$ cat src/logic/fdi_defs.svh
// Constants for the flash driver serial register port.
`ifndef FDI_DEFS_SVH
`define FDI_DEFS_SVH

// ----------------------------------------------------------------------
// Bus addressing
// ----------------------------------------------------------------------
`define FDI_TARGET_ADDR    7'h30
`define FDI_WR_ADDR_BYTE   8'h60
`define FDI_RD_ADDR_BYTE   8'h61

// ----------------------------------------------------------------------
// Register sub-addresses
// ----------------------------------------------------------------------
`define FDI_SUB_DESIGN_INFO 8'h00
`define FDI_SUB_PIN_TIMER   8'h02
`define FDI_SUB_CURRENT     8'h03
`define FDI_SUB_FAULT_INFO  8'h05

// ----------------------------------------------------------------------
// Field positions
// ----------------------------------------------------------------------
`define FDI_PIN_TWO_MSB 7
`define FDI_PIN_TWO_LSB 6
`define FDI_PIN_ONE_MSB 5
`define FDI_PIN_ONE_LSB 4
`define FDI_TIMER_MSB   3
`define FDI_TIMER_LSB   0
`define FDI_FLASH_MSB   7
`define FDI_FLASH_LSB   3
`define FDI_TORCH_MSB   2
`define FDI_TORCH_LSB   0

// ----------------------------------------------------------------------
// Reset values and identity
// ----------------------------------------------------------------------
`define FDI_DESIGN_INFO_VAL 8'h5A // Arbitrary value; it names no real part.
`define FDI_PIN_TIMER_RST   8'h0F
`define FDI_CURRENT_RST     8'h03
`define FDI_FAULT_RST       8'h00

// ----------------------------------------------------------------------
// Serial framing
// ----------------------------------------------------------------------
`define FDI_BITS_PER_BYTE   4'h8

`endif

$ cat src/logic/fdi_pkg.sv
// Types shared by the flash driver serial register port.
package fdi_pkg;

    // ------------------------------------------------------------------
    // Serial engine states
    // ------------------------------------------------------------------
    typedef enum logic [3:0] {
        ST_IDLE,
        ST_ADDR,
        ST_ADDR_ACK,
        ST_SUB,
        ST_SUB_ACK,
        ST_WDATA,
        ST_WDATA_ACK,
        ST_RDATA,
        ST_RACK
    } fdi_state_e;

endpackage : fdi_pkg

$ cat src/logic/fdi_bus_if.sv
// Conditioned serial bus events passed from the line conditioner to the engine.
`timescale 1ns/1ps
interface fdi_bus_if;
    logic sda;      // Synchronised data level.
    logic scl_rise; // Clock rose this cycle.
    logic scl_fall; // Clock fell this cycle.
    logic start;    // Start or repeated start seen.
    logic stop;     // Stop seen.
    logic en_rise;  // Enable pin rose this cycle.

    modport cond (output sda, scl_rise, scl_fall, start, stop, en_rise);
    modport eng  (input  sda, scl_rise, scl_fall, start, stop, en_rise);
endinterface : fdi_bus_if

$ cat src/logic/fdi_port.sv
// Serial register port of the flash driver: bus target and register file.
`timescale 1ns/1ps
`include "fdi_defs.svh"

module fdi_port (
    input  wire logic       sys_clk,            // System clock, 200 MHz.
    input  wire logic       arst_n,             // Asynchronous reset, active low.
    input  wire logic       scl_in,             // Serial clock pin.
    input  wire logic       sda_in,             // Serial data pin level.
    input  wire logic       en_in,              // Enable pin.
    input  wire logic [7:0] fault_evt,          // Fault and information event pulses.
    output logic            sda_out,            // Serial data drive value.
    output logic            sda_oe,             // Serial data drive enable.
    output logic [1:0]      aux_pin_two_role,   // Second auxiliary pin role.
    output logic [1:0]      aux_pin_one_role,   // First auxiliary pin role.
    output logic [3:0]      flash_timeout_code, // Flash timer code.
    output logic [4:0]      flash_current_code, // Flash current code.
    output logic [2:0]      torch_current_code, // Torch current code.
    output logic [7:0]      fault_info          // Sticky fault bits.
);
    fdi_bus_if bus ();

    fdi_pkg::fdi_state_e state_r;   // Serial engine state.
    logic [3:0]          bitcnt_r;  // Bits moved in the current byte.
    logic [7:0]          shift_r;   // Receive shift register.
    logic [7:0]          tx_r;      // Transmit shift register.
    logic [7:0]          sub_r;     // Selected sub-address.
    logic                rw_r;      // Read when high.
    logic                nack_r;    // Controller refused the last read byte.
    logic                oe_r;      // Open-drain pull-down enable.
    logic [7:0]          pin_r;     // Pin role and flash timer register.
    logic [7:0]          cur_r;     // Flash and torch current register.
    logic [7:0]          fault_r;   // Fault information register.
    logic                byte_done; // Eighth bit captured.
    logic                wr_en;     // Data byte completes on this edge.
    logic                rd_load;   // Read byte is loaded on this edge.
    logic [7:0]          rd_addr;   // Register being loaded for a read.
    logic [7:0]          rd_data;   // Read mux output.
    logic [7:0]          fault_clr; // Bits reported by this read.

    // Fixed design code, held as a constant so that single bits can be picked.
    localparam logic [7:0] id_code = `FDI_DESIGN_INFO_VAL;

    fdi_line_cond u_cond (
        .sys_clk (sys_clk),
        .arst_n  (arst_n),
        .scl_in  (scl_in),
        .sda_in  (sda_in),
        .en_in   (en_in),
        .bus     (bus)
    );

    // ------------------------------------------------------------------
    // Transfer strobes
    // ------------------------------------------------------------------
    // Back-to-back reads step to the next sub-address after each acked byte.
    assign byte_done = (bitcnt_r == `FDI_BITS_PER_BYTE);
    assign wr_en     = bus.scl_fall && (state_r == fdi_pkg::ST_WDATA) && byte_done;
    assign rd_load   = bus.scl_fall && !bus.start && !bus.stop &&
                       (((state_r == fdi_pkg::ST_ADDR_ACK) && rw_r) ||
                        ((state_r == fdi_pkg::ST_RACK) && !nack_r));
    assign rd_addr   = (state_r == fdi_pkg::ST_RACK) ? sub_r + 8'h01 : sub_r;

    // Read mux; unmapped sub-addresses read as zero.
    always_comb begin
        unique case (rd_addr)
            `FDI_SUB_DESIGN_INFO: rd_data = `FDI_DESIGN_INFO_VAL;
            `FDI_SUB_PIN_TIMER:   rd_data = pin_r;
            `FDI_SUB_CURRENT:     rd_data = cur_r;
            `FDI_SUB_FAULT_INFO:  rd_data = fault_r;
            default:              rd_data = 8'h00;
        endcase
    end

    assign fault_clr = (rd_load && (rd_addr == `FDI_SUB_FAULT_INFO)) ? fault_r : 8'h00;

    // ------------------------------------------------------------------
    // Serial engine: state, counters and shifting
    // ------------------------------------------------------------------
    // Data is sampled on the rising clock and changed after the falling
    // clock, so the pin is never moved while the controller samples it.
    always_ff @(posedge sys_clk or negedge arst_n) begin
        if (!arst_n) begin
            state_r  <= fdi_pkg::ST_IDLE;
            bitcnt_r <= 4'h0;
            shift_r  <= 8'h00;
            tx_r     <= 8'h00;
            sub_r    <= 8'h00;
            rw_r     <= 1'b0;
            nack_r   <= 1'b0;
            oe_r     <= 1'b0;
        end else if (bus.start) begin
            state_r  <= fdi_pkg::ST_ADDR;
            bitcnt_r <= 4'h0;
            oe_r     <= 1'b0;
        end else if (bus.stop) begin
            state_r  <= fdi_pkg::ST_IDLE;
            oe_r     <= 1'b0;
        end else if (bus.scl_rise) begin
            unique case (state_r)
                fdi_pkg::ST_ADDR, fdi_pkg::ST_SUB, fdi_pkg::ST_WDATA: begin
                    shift_r  <= {shift_r[6:0], bus.sda};
                    bitcnt_r <= bitcnt_r + 4'h1;
                end
                fdi_pkg::ST_RACK: nack_r <= bus.sda;
                default: ;
            endcase
        end else if (bus.scl_fall) begin
            unique case (state_r)
                fdi_pkg::ST_IDLE: ;
                fdi_pkg::ST_ADDR: begin
                    if (byte_done) begin
                        bitcnt_r <= 4'h0;
                        if (shift_r[7:1] == `FDI_TARGET_ADDR) begin
                            rw_r    <= shift_r[0];
                            oe_r    <= 1'b1;
                            state_r <= fdi_pkg::ST_ADDR_ACK;
                        end else begin
                            state_r <= fdi_pkg::ST_IDLE;
                        end
                    end
                end
                fdi_pkg::ST_SUB: begin
                    if (byte_done) begin
                        sub_r    <= shift_r;
                        bitcnt_r <= 4'h0;
                        oe_r     <= 1'b1;
                        state_r  <= fdi_pkg::ST_SUB_ACK;
                    end
                end
                fdi_pkg::ST_WDATA: begin
                    if (byte_done) begin
                        bitcnt_r <= 4'h0;
                        oe_r     <= 1'b1;
                        state_r  <= fdi_pkg::ST_WDATA_ACK;
                    end
                end
                fdi_pkg::ST_SUB_ACK: begin
                    oe_r    <= 1'b0;
                    state_r <= fdi_pkg::ST_WDATA;
                end
                fdi_pkg::ST_WDATA_ACK: begin
                    oe_r    <= 1'b0;
                    sub_r   <= sub_r + 8'h01;
                    state_r <= fdi_pkg::ST_WDATA;
                end
                fdi_pkg::ST_ADDR_ACK, fdi_pkg::ST_RACK: begin
                    if (rd_load) begin
                        // Most significant bit goes out first.
                        sub_r    <= rd_addr;
                        oe_r     <= ~rd_data[7];
                        tx_r     <= {rd_data[6:0], 1'b0};
                        bitcnt_r <= 4'h1;
                        state_r  <= fdi_pkg::ST_RDATA;
                    end else if (state_r == fdi_pkg::ST_ADDR_ACK) begin
                        oe_r    <= 1'b0;
                        state_r <= fdi_pkg::ST_SUB;
                    end else begin
                        state_r <= fdi_pkg::ST_IDLE;
                    end
                end
                fdi_pkg::ST_RDATA: begin
                    if (byte_done) begin
                        oe_r    <= 1'b0;
                        state_r <= fdi_pkg::ST_RACK;
                    end else begin
                        oe_r     <= ~tx_r[7];
                        tx_r     <= {tx_r[6:0], 1'b0};
                        bitcnt_r <= bitcnt_r + 4'h1;
                    end
                end
            endcase
        end
    end

    // ------------------------------------------------------------------
    // Writable registers
    // ------------------------------------------------------------------
    // The enable edge restores defaults in-band; arst_n covers power-up.
    always_ff @(posedge sys_clk or negedge arst_n) begin
        if (!arst_n) begin
            pin_r <= `FDI_PIN_TIMER_RST;
            cur_r <= `FDI_CURRENT_RST;
        end else if (bus.en_rise) begin
            pin_r <= `FDI_PIN_TIMER_RST;
            cur_r <= `FDI_CURRENT_RST;
        end else if (wr_en) begin
            // Other sub-addresses are acknowledged and dropped.
            unique case (sub_r)
                `FDI_SUB_PIN_TIMER: pin_r <= shift_r;
                `FDI_SUB_CURRENT:   cur_r <= shift_r;
                default: ;
            endcase
        end
    end

    // Fault bits are sticky; a new event wins over a read clear.
    always_ff @(posedge sys_clk or negedge arst_n) begin
        if (!arst_n) begin
            fault_r <= `FDI_FAULT_RST;
        end else if (bus.en_rise) begin
            // An event in the enable cycle still sets its bit; earlier sticky bits are cleared.
            fault_r <= `FDI_FAULT_RST | fault_evt;
        end else begin
            fault_r <= (fault_r & ~fault_clr) | fault_evt;
        end
    end

    // ------------------------------------------------------------------
    // Outputs, all from flip-flops
    // ------------------------------------------------------------------
    always_ff @(posedge sys_clk or negedge arst_n) begin
        if (!arst_n) begin
            sda_out <= 1'b0;
            sda_oe  <= 1'b0;
        end else begin
            sda_out <= 1'b0; // Open drain: only ever pulls low.
            sda_oe  <= oe_r;
        end
    end

    assign aux_pin_two_role   = pin_r[`FDI_PIN_TWO_MSB:`FDI_PIN_TWO_LSB];
    assign aux_pin_one_role   = pin_r[`FDI_PIN_ONE_MSB:`FDI_PIN_ONE_LSB];
    assign flash_timeout_code = pin_r[`FDI_TIMER_MSB:`FDI_TIMER_LSB];
    assign flash_current_code = cur_r[`FDI_FLASH_MSB:`FDI_FLASH_LSB];
    assign torch_current_code = cur_r[`FDI_TORCH_MSB:`FDI_TORCH_LSB];
    assign fault_info         = fault_r;

    // ------------------------------------------------------------------
    // Assertions
    // ------------------------------------------------------------------
    a_addr_match: assert property (@(posedge sys_clk) disable iff (!arst_n)
        $rose(state_r == fdi_pkg::ST_ADDR_ACK) |-> $past(shift_r[7:1]) == `FDI_TARGET_ADDR)
        else $error("Acknowledged a foreign address.");
    a_data_ack: assert property (@(posedge sys_clk) disable iff (!arst_n)
        wr_en && !bus.en_rise |=> ##1 sda_oe)
        else $error("Write data byte not acknowledged.");
    a_id_msb: assert property (@(posedge sys_clk) disable iff (!arst_n)
        rd_load && rd_addr == `FDI_SUB_DESIGN_INFO |=> ##1 sda_oe == ~id_code[7])
        else $error("Design code first bit wrong.");
    a_timer_write: assert property (@(posedge sys_clk) disable iff (!arst_n)
        wr_en && !bus.en_rise && sub_r == `FDI_SUB_PIN_TIMER
        |=> flash_timeout_code == $past(shift_r[3:0]) &&
            aux_pin_two_role == $past(shift_r[7:6]))
        else $error("Timer register write lost.");
    a_current_write: assert property (@(posedge sys_clk) disable iff (!arst_n)
        wr_en && !bus.en_rise && sub_r == `FDI_SUB_CURRENT
        |=> flash_current_code == $past(shift_r[7:3]) &&
            torch_current_code == $past(shift_r[2:0]))
        else $error("Current register write lost.");
    a_resv_write: assert property (@(posedge sys_clk) disable iff (!arst_n)
        wr_en && !bus.en_rise && sub_r != `FDI_SUB_PIN_TIMER && sub_r != `FDI_SUB_CURRENT
        |=> $stable(pin_r) && $stable(cur_r))
        else $error("Ignored write changed a register.");
    a_enable_reset: assert property (@(posedge sys_clk) disable iff (!arst_n)
        bus.en_rise |=> torch_current_code == 3'h3 && flash_timeout_code == 4'hF &&
                        aux_pin_one_role == 2'h0 && fault_r == $past(fault_evt))
        else $error("Enable edge did not restore defaults.");
    a_fault_clear: assert property (@(posedge sys_clk) disable iff (!arst_n)
        rd_load && rd_addr == `FDI_SUB_FAULT_INFO && !bus.en_rise
        |=> fault_r == $past(fault_evt))
        else $error("Fault read did not clear reported bits.");
    a_nack_release: assert property (@(posedge sys_clk) disable iff (!arst_n)
        state_r == fdi_pkg::ST_RACK && bus.scl_fall && nack_r && !bus.start
        |=> state_r == fdi_pkg::ST_IDLE ##1 !sda_oe)
        else $error("Bus held after not-acknowledge.");
    // A foreign address must leave the data line alone until the next start.
    a_foreign_quiet: assert property (@(posedge sys_clk) disable iff (!arst_n)
        state_r == fdi_pkg::ST_ADDR && bus.scl_fall && byte_done &&
        shift_r[7:1] != `FDI_TARGET_ADDR |=> state_r == fdi_pkg::ST_IDLE ##1 !sda_oe)
        else $error("Foreign address not ignored.");
    a_pin_one_write: assert property (@(posedge sys_clk) disable iff (!arst_n)
        wr_en && !bus.en_rise && sub_r == `FDI_SUB_PIN_TIMER
        |=> aux_pin_one_role == $past(shift_r[5:4]))
        else $error("First pin role write lost.");

    // Cover points for the main transfers.

    c_write_done: cover property (@(posedge sys_clk) disable iff (!arst_n)
        wr_en && sub_r == `FDI_SUB_CURRENT);
    c_read_fault: cover property (@(posedge sys_clk) disable iff (!arst_n)
        rd_load && rd_addr == `FDI_SUB_FAULT_INFO && fault_r != 8'h00);
    c_read_nack: cover property (@(posedge sys_clk) disable iff (!arst_n)
        state_r == fdi_pkg::ST_RACK && bus.scl_fall && nack_r);
    c_enable_reset: cover property (@(posedge sys_clk) disable iff (!arst_n)
        bus.en_rise);
    c_burst_read: cover property (@(posedge sys_clk) disable iff (!arst_n)
        rd_load && state_r == fdi_pkg::ST_RACK);
endmodule : fdi_port

$ cat src/logic/fdi_line_cond.sv
// Two-stage synchronisers and edge detection for the bus and enable pins.
`timescale 1ns/1ps
module fdi_line_cond (
    input  wire logic sys_clk, // System clock.
    input  wire logic arst_n,  // Asynchronous reset, active low.
    input  wire logic scl_in,  // Serial clock pin.
    input  wire logic sda_in,  // Serial data pin level.
    input  wire logic en_in,   // Enable pin.
    fdi_bus_if.cond   bus      // Conditioned events.
);
    logic [2:0] s1_r; // First stage, read only by the second.
    logic [2:0] s2_r; // Second stage.
    logic [2:0] s3_r; // Previous second-stage value.

    // ------------------------------------------------------------------
    // Synchronise scl, sda and en (bits 2, 1, 0).
    // ------------------------------------------------------------------
    always_ff @(posedge sys_clk or negedge arst_n) begin
        if (!arst_n) begin
            s1_r <= 3'h7;
            s2_r <= 3'h7;
            s3_r <= 3'h7;
        end else begin
            s1_r <= {scl_in, sda_in, en_in};
            s2_r <= s1_r;
            s3_r <= s2_r;
        end
    end

    // Edges are taken from stages two and three only.
    assign bus.sda      = s2_r[1];
    assign bus.scl_rise = s2_r[2] & ~s3_r[2];
    assign bus.scl_fall = ~s2_r[2] & s3_r[2];
    assign bus.start    = s2_r[2] & s3_r[2] & s3_r[1] & ~s2_r[1];
    assign bus.stop     = s2_r[2] & s3_r[2] & ~s3_r[1] & s2_r[1];
    assign bus.en_rise  = s2_r[0] & ~s3_r[0];
endmodule : fdi_line_cond

$ cat config.mk
export PLATFORM = sky130hd
export DESIGN_NAME = fdi_port
export DESIGN_NICKNAME = d
export VERILOG_FILES = /design/src/logic/fdi_pkg.sv /design/src/logic/fdi_bus_if.sv /design/src/logic/fdi_port.sv /design/src/logic/fdi_line_cond.sv
export VERILOG_INCLUDE_DIRS = /design/src /design/src/logic
export SDC_FILE = /design/constraint.sdc
export NUM_CORES = 1
export LEC_CHECK = 0
export ABC_CLOCK_PERIOD_IN_PS = 2700
export BUFFER_PORTS_ARGS = -buffer_cell sky130_fd_sc_hd__buf_4
export CORE_MARGIN = 1
export CORE_UTILIZATION = 43
export CTS_CLUSTER_DIAMETER = 40
export DETAILED_ROUTE_END_ITERATION = 10
export PLACE_DENSITY_LB_ADDON = 0.08
export SLEW_MARGIN = 15
export SYNTH_ARGS = -nofsm -noshare
export SYNTH_HDL_FRONTEND = slang
export SYNTH_SLANG_ARGS = --single-unit
$ cat constraint.sdc
create_clock -name sys_clk -period 2.7 [get_ports sys_clk]
set_clock_uncertainty 0.2 [all_clocks]
set_input_delay 0.27 -clock sys_clk [delete_from_list [all_inputs] [get_ports sys_clk]]
set_output_delay 0.27 -clock sys_clk [all_outputs]
set_load 0.01 [all_outputs]
After elaboration in Yosys (flattened, before gate mapping)
Index checks and enable logic that the tools add are counted.
{"block": "totals", "register_bits": 69, "in_bits": 13, "output_inout_bits": 26, "word_cells": 154}
{"block": "op_classes", "addsub": 2, "eq_ne": 32, "mux": 48, "bitwise": 21, "reduce_logical": 36}
{"operator": "$mux 8", "count": 13}
{"operator": "$mux 4", "count": 16}
{"operator": "$reduce_and 7->1", "count": 6}
{"operator": "$eq 8x2->1 const B", "count": 4}
{"operator": "$pmux 8 s4", "count": 1}
{"operator": "$ne 4x4->1 const B", "count": 7}
{"operator": "$pmux 4 s6", "count": 1}
{"operator": "$pmux 8 s3", "count": 1}
{"operator": "$eq 4x3->1 const B", "count": 4}
{"operator": "$pmux 8 s2", "count": 1}
{"operator": "$pmux 4 s3", "count": 1}
{"operator": "$mux 1", "count": 10}
{"operator": "$not 1->1", "count": 10}
{"operator": "$reduce_bool 3->1", "count": 3}
{"operator": "$add 8x1->8 const B", "count": 1}
{"operator": "$and 1x1->1", "count": 8}
{"operator": "$and 8x8->8", "count": 1}
{"operator": "$eq 4x2->1 const B", "count": 2}
{"operator": "$eq 4x4->1 const B", "count": 2}
{"operator": "$eq 8x3->1 const B", "count": 1}
{"operator": "$logic_and 1x1->1", "count": 8}
{"operator": "$logic_not 8->1", "count": 1}
{"operator": "$ne 2x2->1 const B", "count": 4}
{"operator": "$ne 4x1->1 const B", "count": 2}
{"operator": "21 further kinds", "count": 31}

Depth between registers and ports, before layout
{"block": "logic_depth", "ltp_word": 13, "ltp_mapped": 10, "depth_no_buf": 8}

Hierarchy
From an unflattened synthesis, not the netlist that was laid out.
{"block": "hier_totals", "cells_unflattened": 433, "area_unflattened_um2": 3997.6}
{"mod": "fdi_port", "n_inst": 1, "cells_each": 419, "area_each_um2": 3722.3, "seq_area_each_um2": 1483.9}
{"mod": "fdi_line_cond", "n_inst": 1, "cells_each": 14, "area_each_um2": 275.3, "seq_area_each_um2": 236.5}

Worst setup path before layout
OpenSTA, ideal clock, no wires.
{"block": "synth_timing", "kind": "reg2reg", "from": "reg sub_r[0]", "to": "reg oe_r", "setup_ps": 87, "arrival_ps": 2170, "t_required_ps": 2413, "path_slack_ps": 243, "stages_incl_launch_ff": 11, "path_buffers": 2, "period_less_slack_ps": 2457, "cell_sequence": "dfrtp_1 > clkbuf_1 > inv_1 > ha_1 > inv_1 > nor2_1 > a22o_1 > buf_2 > a222oi_1 > o21ai_1 > a22oi_1"}
{"block": "synth_between", "elab_chain_len": 11, "elab_cells_between_ends": 14, "cone_classes": "add/sub (1); eq/ne (3); mux (8); bitwise (1); reduce/logical (1)"}
{"item": "start: declaration", "line_no": "fdi_port.sv:27", "text": "logic [7:0] sub_r;"}
{"item": "start signal: assignment", "line_no": "fdi_port.sv:125", "text": "sub_r <= shift_r;"}
{"item": "start signal: assignment", "line_no": "fdi_port.sv:144", "text": "sub_r <= sub_r + 8'h01;"}
{"item": "start signal: assignment", "line_no": "fdi_port.sv:150", "text": "sub_r <= rd_addr;"}
{"item": "$add 8x1->8", "line_no": "fdi_port.sv:62", "text": "assign rd_addr = (state_r == fdi_pkg::ST_RACK) ? sub_r + 8'h01 : sub_r;"}
{"item": "$mux 8 *", "line_no": "fdi_port.sv:62"}
{"item": "$eq 8x3->1 (tied with other cells)", "line_no": "fdi_port.sv:66", "text": "unique case (rd_addr)"}
{"item": "$pmux 8 s4 *", "line_no": "fdi_port.sv:66"}
{"item": "$not 1->1 *", "line_no": "fdi_port.sv:151", "text": "oe_r <= ~rd_data[7];"}
{"item": "$mux 1 *", "line_no": "fdi_port.sv:148", "text": "if (rd_load) begin"}
{"item": "$pmux 1 s5 *", "line_no": "fdi_port.sv:109", "text": "unique case (state_r)"}
{"item": "$mux 1 *", "line_no": "fdi_port.sv:108", "text": "end else if (bus.scl_fall) begin"}
{"item": "$mux 1 *", "line_no": "fdi_port.sv:99", "text": "end else if (bus.scl_rise) begin"}
{"item": "$mux 1 *", "line_no": "fdi_port.sv:96", "text": "end else if (bus.stop) begin"}
{"item": "$mux 1 *", "line_no": "fdi_port.sv:92", "text": "end else if (bus.start) begin"}
{"item": "end signal: assignment", "line_no": "fdi_port.sv:151"}
{"item": "end signal: assignment", "line_no": "fdi_port.sv:167", "text": "oe_r <= ~tx_r[7];"}
{"item": "end: declaration", "line_no": "fdi_port.sv:30", "text": "logic oe_r;"}
Mark *: on every way between the ends. The rest lies on a longest branch, timed or not. The select of a mux whose other input is x is not followed.
A chain may end at the register's enable or synchronous reset.

Final worst setup path
{"block": "layout_timing", "from": "reg state_r[0]", "to": "reg sub_r[0]"}
{"block": "layout_between", "elab_chain_len": 6, "elab_cells_between_ends": 16, "cone_classes": "eq/ne (6); mux (3); reduce/logical (7)"}
{"item": "start: declaration", "line_no": "fdi_port.sv:23", "text": "fdi_pkg::fdi_state_e state_r;"}
{"item": "start signal: assignment", "line_no": "fdi_port.sv:84", "text": "state_r <= fdi_pkg::ST_IDLE;"}
{"item": "start signal: assignment", "line_no": "fdi_port.sv:93", "text": "state_r <= fdi_pkg::ST_ADDR;"}
{"item": "start signal: assignment", "line_no": "fdi_port.sv:97", "text": "state_r <= fdi_pkg::ST_IDLE;"}
{"item": "$eq 4x2->1 / $eq 4x4->1 (equally long branches)"}
{"item": "$logic_and 1x1->1, on equally long branches", "line_no": "fdi_port.sv:60, fdi_port.sv:61"}
{"item": "$logic_or 1x1->1", "line_no": "fdi_port.sv:60", "text": "(((state_r == fdi_pkg::ST_ADDR_ACK) && rw_r) ||"}
{"item": "$logic_and 1x1->1", "line_no": "fdi_port.sv:59", "text": "assign rd_load = bus.scl_fall && !bus.start && !bus.stop &&"}
{"item": "$ne 2x2->1 (no source line)"}
{"item": "$reduce_and 7->1 (no source line)"}
Several ways; a longest one is shown, not always the timed one. The select of a mux whose other input is x is not followed.

==> results.toml <==
[logic_synthesis]
ys_warn_count = 0
synth.cell_area_sq_um = 3890
synth_area_per_cell_sq_um = 9.79
synthArstFlopShare_pct = 100
synth_fp_nets = 418
synth_cell_type_count = 71
synthFlopType = "dfrtp_1"
seq_area_frac_synth_pct = 44.2
netlist_instances = 398
synth_seq_cells = 68
synth_edf_count = 0

[die]
io_pins = 39
start_util_pct = 44.4
core_area_sq_um = 8760
rows = 34
die_area_sq_um = 9440
die_h_um = 97.2
die_x_um = 97.2

[timing]
final-hold-violation-count = 0
finalCritPeriodShare_pct = 91.7
tns_ns = 0
whs_ns = 0.158
worst_pin_slew_ns = 0.865
fmaxAchievable_mhz = 404
period_minus_slack_ns = 2.48
drv_slew = 0
setup_viol = 0
maxSlewHeadroom_pct = 42.3
grt_setup_unrepaired = "false"

[global_route]
grt_pass1_wl_um = 17800
grt.total_usage_pct = 23.8
grt_max_degree = 69
grt-ovfl-total = 0
antenna_found_initial = 0
grt_pass1_vias = 3242

[worst_setup_path]
worstSetupStartpoint = "state_r[0]"
end_kind = "flop"
reg2reg_slack_ns = 0.22
cp-start-kind = "flop"
r2r_cells = 7
reg2reg_from = "state_r[0]"
reg2reg_to = "sub_r[0]"
worstSetupEndpoint = "sub_r[0]"
setup.worst_path.class = "flop to flop"
cp_max_fo = 13
crit_arrival_ns = 2.55
worstPathRequired_ns = 2.77

[final_layout]
nFillCells = 815
area_delta_synth_final_pct = 22.0
nNetsFinal = 485
antenna_cells = 0
final_core_util_pct = 54.2
ff_latch_area_sq_um = 1720
drive_gt1_share_pct = 25.5
layout_common_cells = "buf_4, dfrtp_1, nand2_1"
finalInstanceArea_sq_um = 4750
multi_input_area_sq_um = 2030
layout.cells.non_filler = 578
final_common_cell = "buf_4"

[route]
final_antenna_net_count = 0
viasPerCell = 5.96
wl_per_cell_um = 18.5
wl_um = 10700
drt-initial-drc-count = 197
dr_total_vias = 3444
drc_errors = 0
first_pass_iters = 5

[clocking]
cts_buffer_depth = 2
cts.sinks = 68
cts_root_buf = "clkbuf_8"
h-tree-depth = 3
cts_tree = "done"
cts_buffers = 9
clk_latency_ns = 0.35
path_clk_slew_ns = 0.08

[placement]
hpwl_um = 7550
gp_routability_congestion = 0.912
placed_cell_area_sq_um = 4390
dp.cells = 549
port_buffers = 37

[power]
power_density_nw_per_um2 = 524
leakage_nw = 2.17
max-vdd-ir-drop_uv = 311

[hold_path]
hold_path.class = "flop to flop"

[outcome]
status = "completed"

[job]
cap_violations = 0
## critical path: stages, from the launching register on
cell and delay [ns]:
dfrtp_1 0.48, buf_4 0.22, nor2_1 0.23, a21boi_2 0.31, a31oi_1 0.24, nand3b_4 0.28, or3_1 0.38, o21ai_0 0.08
## report_power, final
part           switching [mW]  total (mW)  leakage [nW]  internal (mW)
clock                   0.425       0.949         0.110          0.524
sequential              0.136        1.24         0.854           1.10
combinational           0.144       0.305          1.21          0.161
total                   0.705        2.49          2.17           1.79
## cells by family (layout without fill, tap and decap cells)
family                     after synthesis  after routing  share of synthesized area (%)
AOI/OAI and AO/OA                      119            119                           21.3
other                                    1              1                         0.0963
muxes                                   27             27                           7.26
buffers and inverters                   30            102                           3.85
DFF                                     68             68                           44.2
xor gates and xnor gates                 5              5                           1.12
adders and majority gates                7              7                           2.25
and+or+nand+nor                        141            141                           19.9
## state kept, by name, summed over array words and instances (netlist names)
signal and flops:
fault_info 8, bitcnt_r 4, pin_r 8, cur_r 8, rw_r 1, sda_oe 1
u_cond.s1_r 3, u_cond.s3_r 3, sub_r 8, nack_r 1, state_r 4, tx_r 7
oe_r 1, u_cond.s2_r 3, shift_r 8
## Yosys cell counts, types with 7 or more instances
library cell   n  area, sq um
a21oi_1       18         90.1
a31oi_1        7         43.8
and3_1         8         50.1
clkbuf_1      11         41.3
dfrtp_1       53         1330
dfstp_2       15          394
ha_1           7         87.6
inv_1          9         33.8
mux2_2        10          113
mux2i_1       17          170
nand2_1       34          128
nand3_1       11         55.1
nor2_1        26         97.6
nor2b_1        8         50.1
nor3_1         7         35.0
o21ai_0       23          115
o21ai_1       14         70.1
## metal layers
| metal | wire length, um | GRT usage, % | vias to the layer above |
|---|---|---|---|
| li1 | - | - | 1623 |
| met1 | 5120 | 35.0 | 1701 |
| met2 | 4860 | 35.6 | 103 |
| met3 | 504 | 3.45 | 17 |
| met4 | 186 | 8.61 | 0 |
| met5 | 0 | 0 | - |
## what timing repair did
action                                  4_1_cts  5_1_grt
endpoints found under the hold margin        64        0
buffers inserted                              0        1
endpoints found under the setup margin        0        3
resized for setup                             0        1
hold buffers                                 12        0
## worst min-delay path by stage
stage                              start        endpoint  slack, ns  cells past startpoint
final                     u_cond.s1_r[1]  u_cond.s2_r[1]       0.16                      0
after global routing      u_cond.s1_r[1]  u_cond.s2_r[1]       0.17                      0
after CTS                 u_cond.s1_r[1]  u_cond.s2_r[1]       0.16                      0
after detailed placement  u_cond.s1_r[1]  u_cond.s2_r[1]       0.15                      0
after global placement    u_cond.s1_r[1]  u_cond.s2_r[1]       0.15                      0
after floorplan                   arst_n     bitcnt_r[0]      -0.23                      0
## metrics by stage
step                      setup WS, ns  total power, mW
after floorplan                  0.243             1.40
after global placement           0.233             1.53
after detailed placement         0.135             1.55
after CTS                        0.107             2.52
after global routing            0.0659             2.61
final                            0.224             2.49
## area by class of cell
type / instances / area share (%)
Multi-Input combinational cell: 300 / 42.8
Inverter: 9 / 0.711
Clock buffer: 9 / 2.61
Tap cell: 108 / 2.84
Clock inverter: 7 / 2.08
Sequential cell: 68 / 36.2
Timing Repair Buffer: 77 / 12.8
Power figures use the tool's default switching activity.
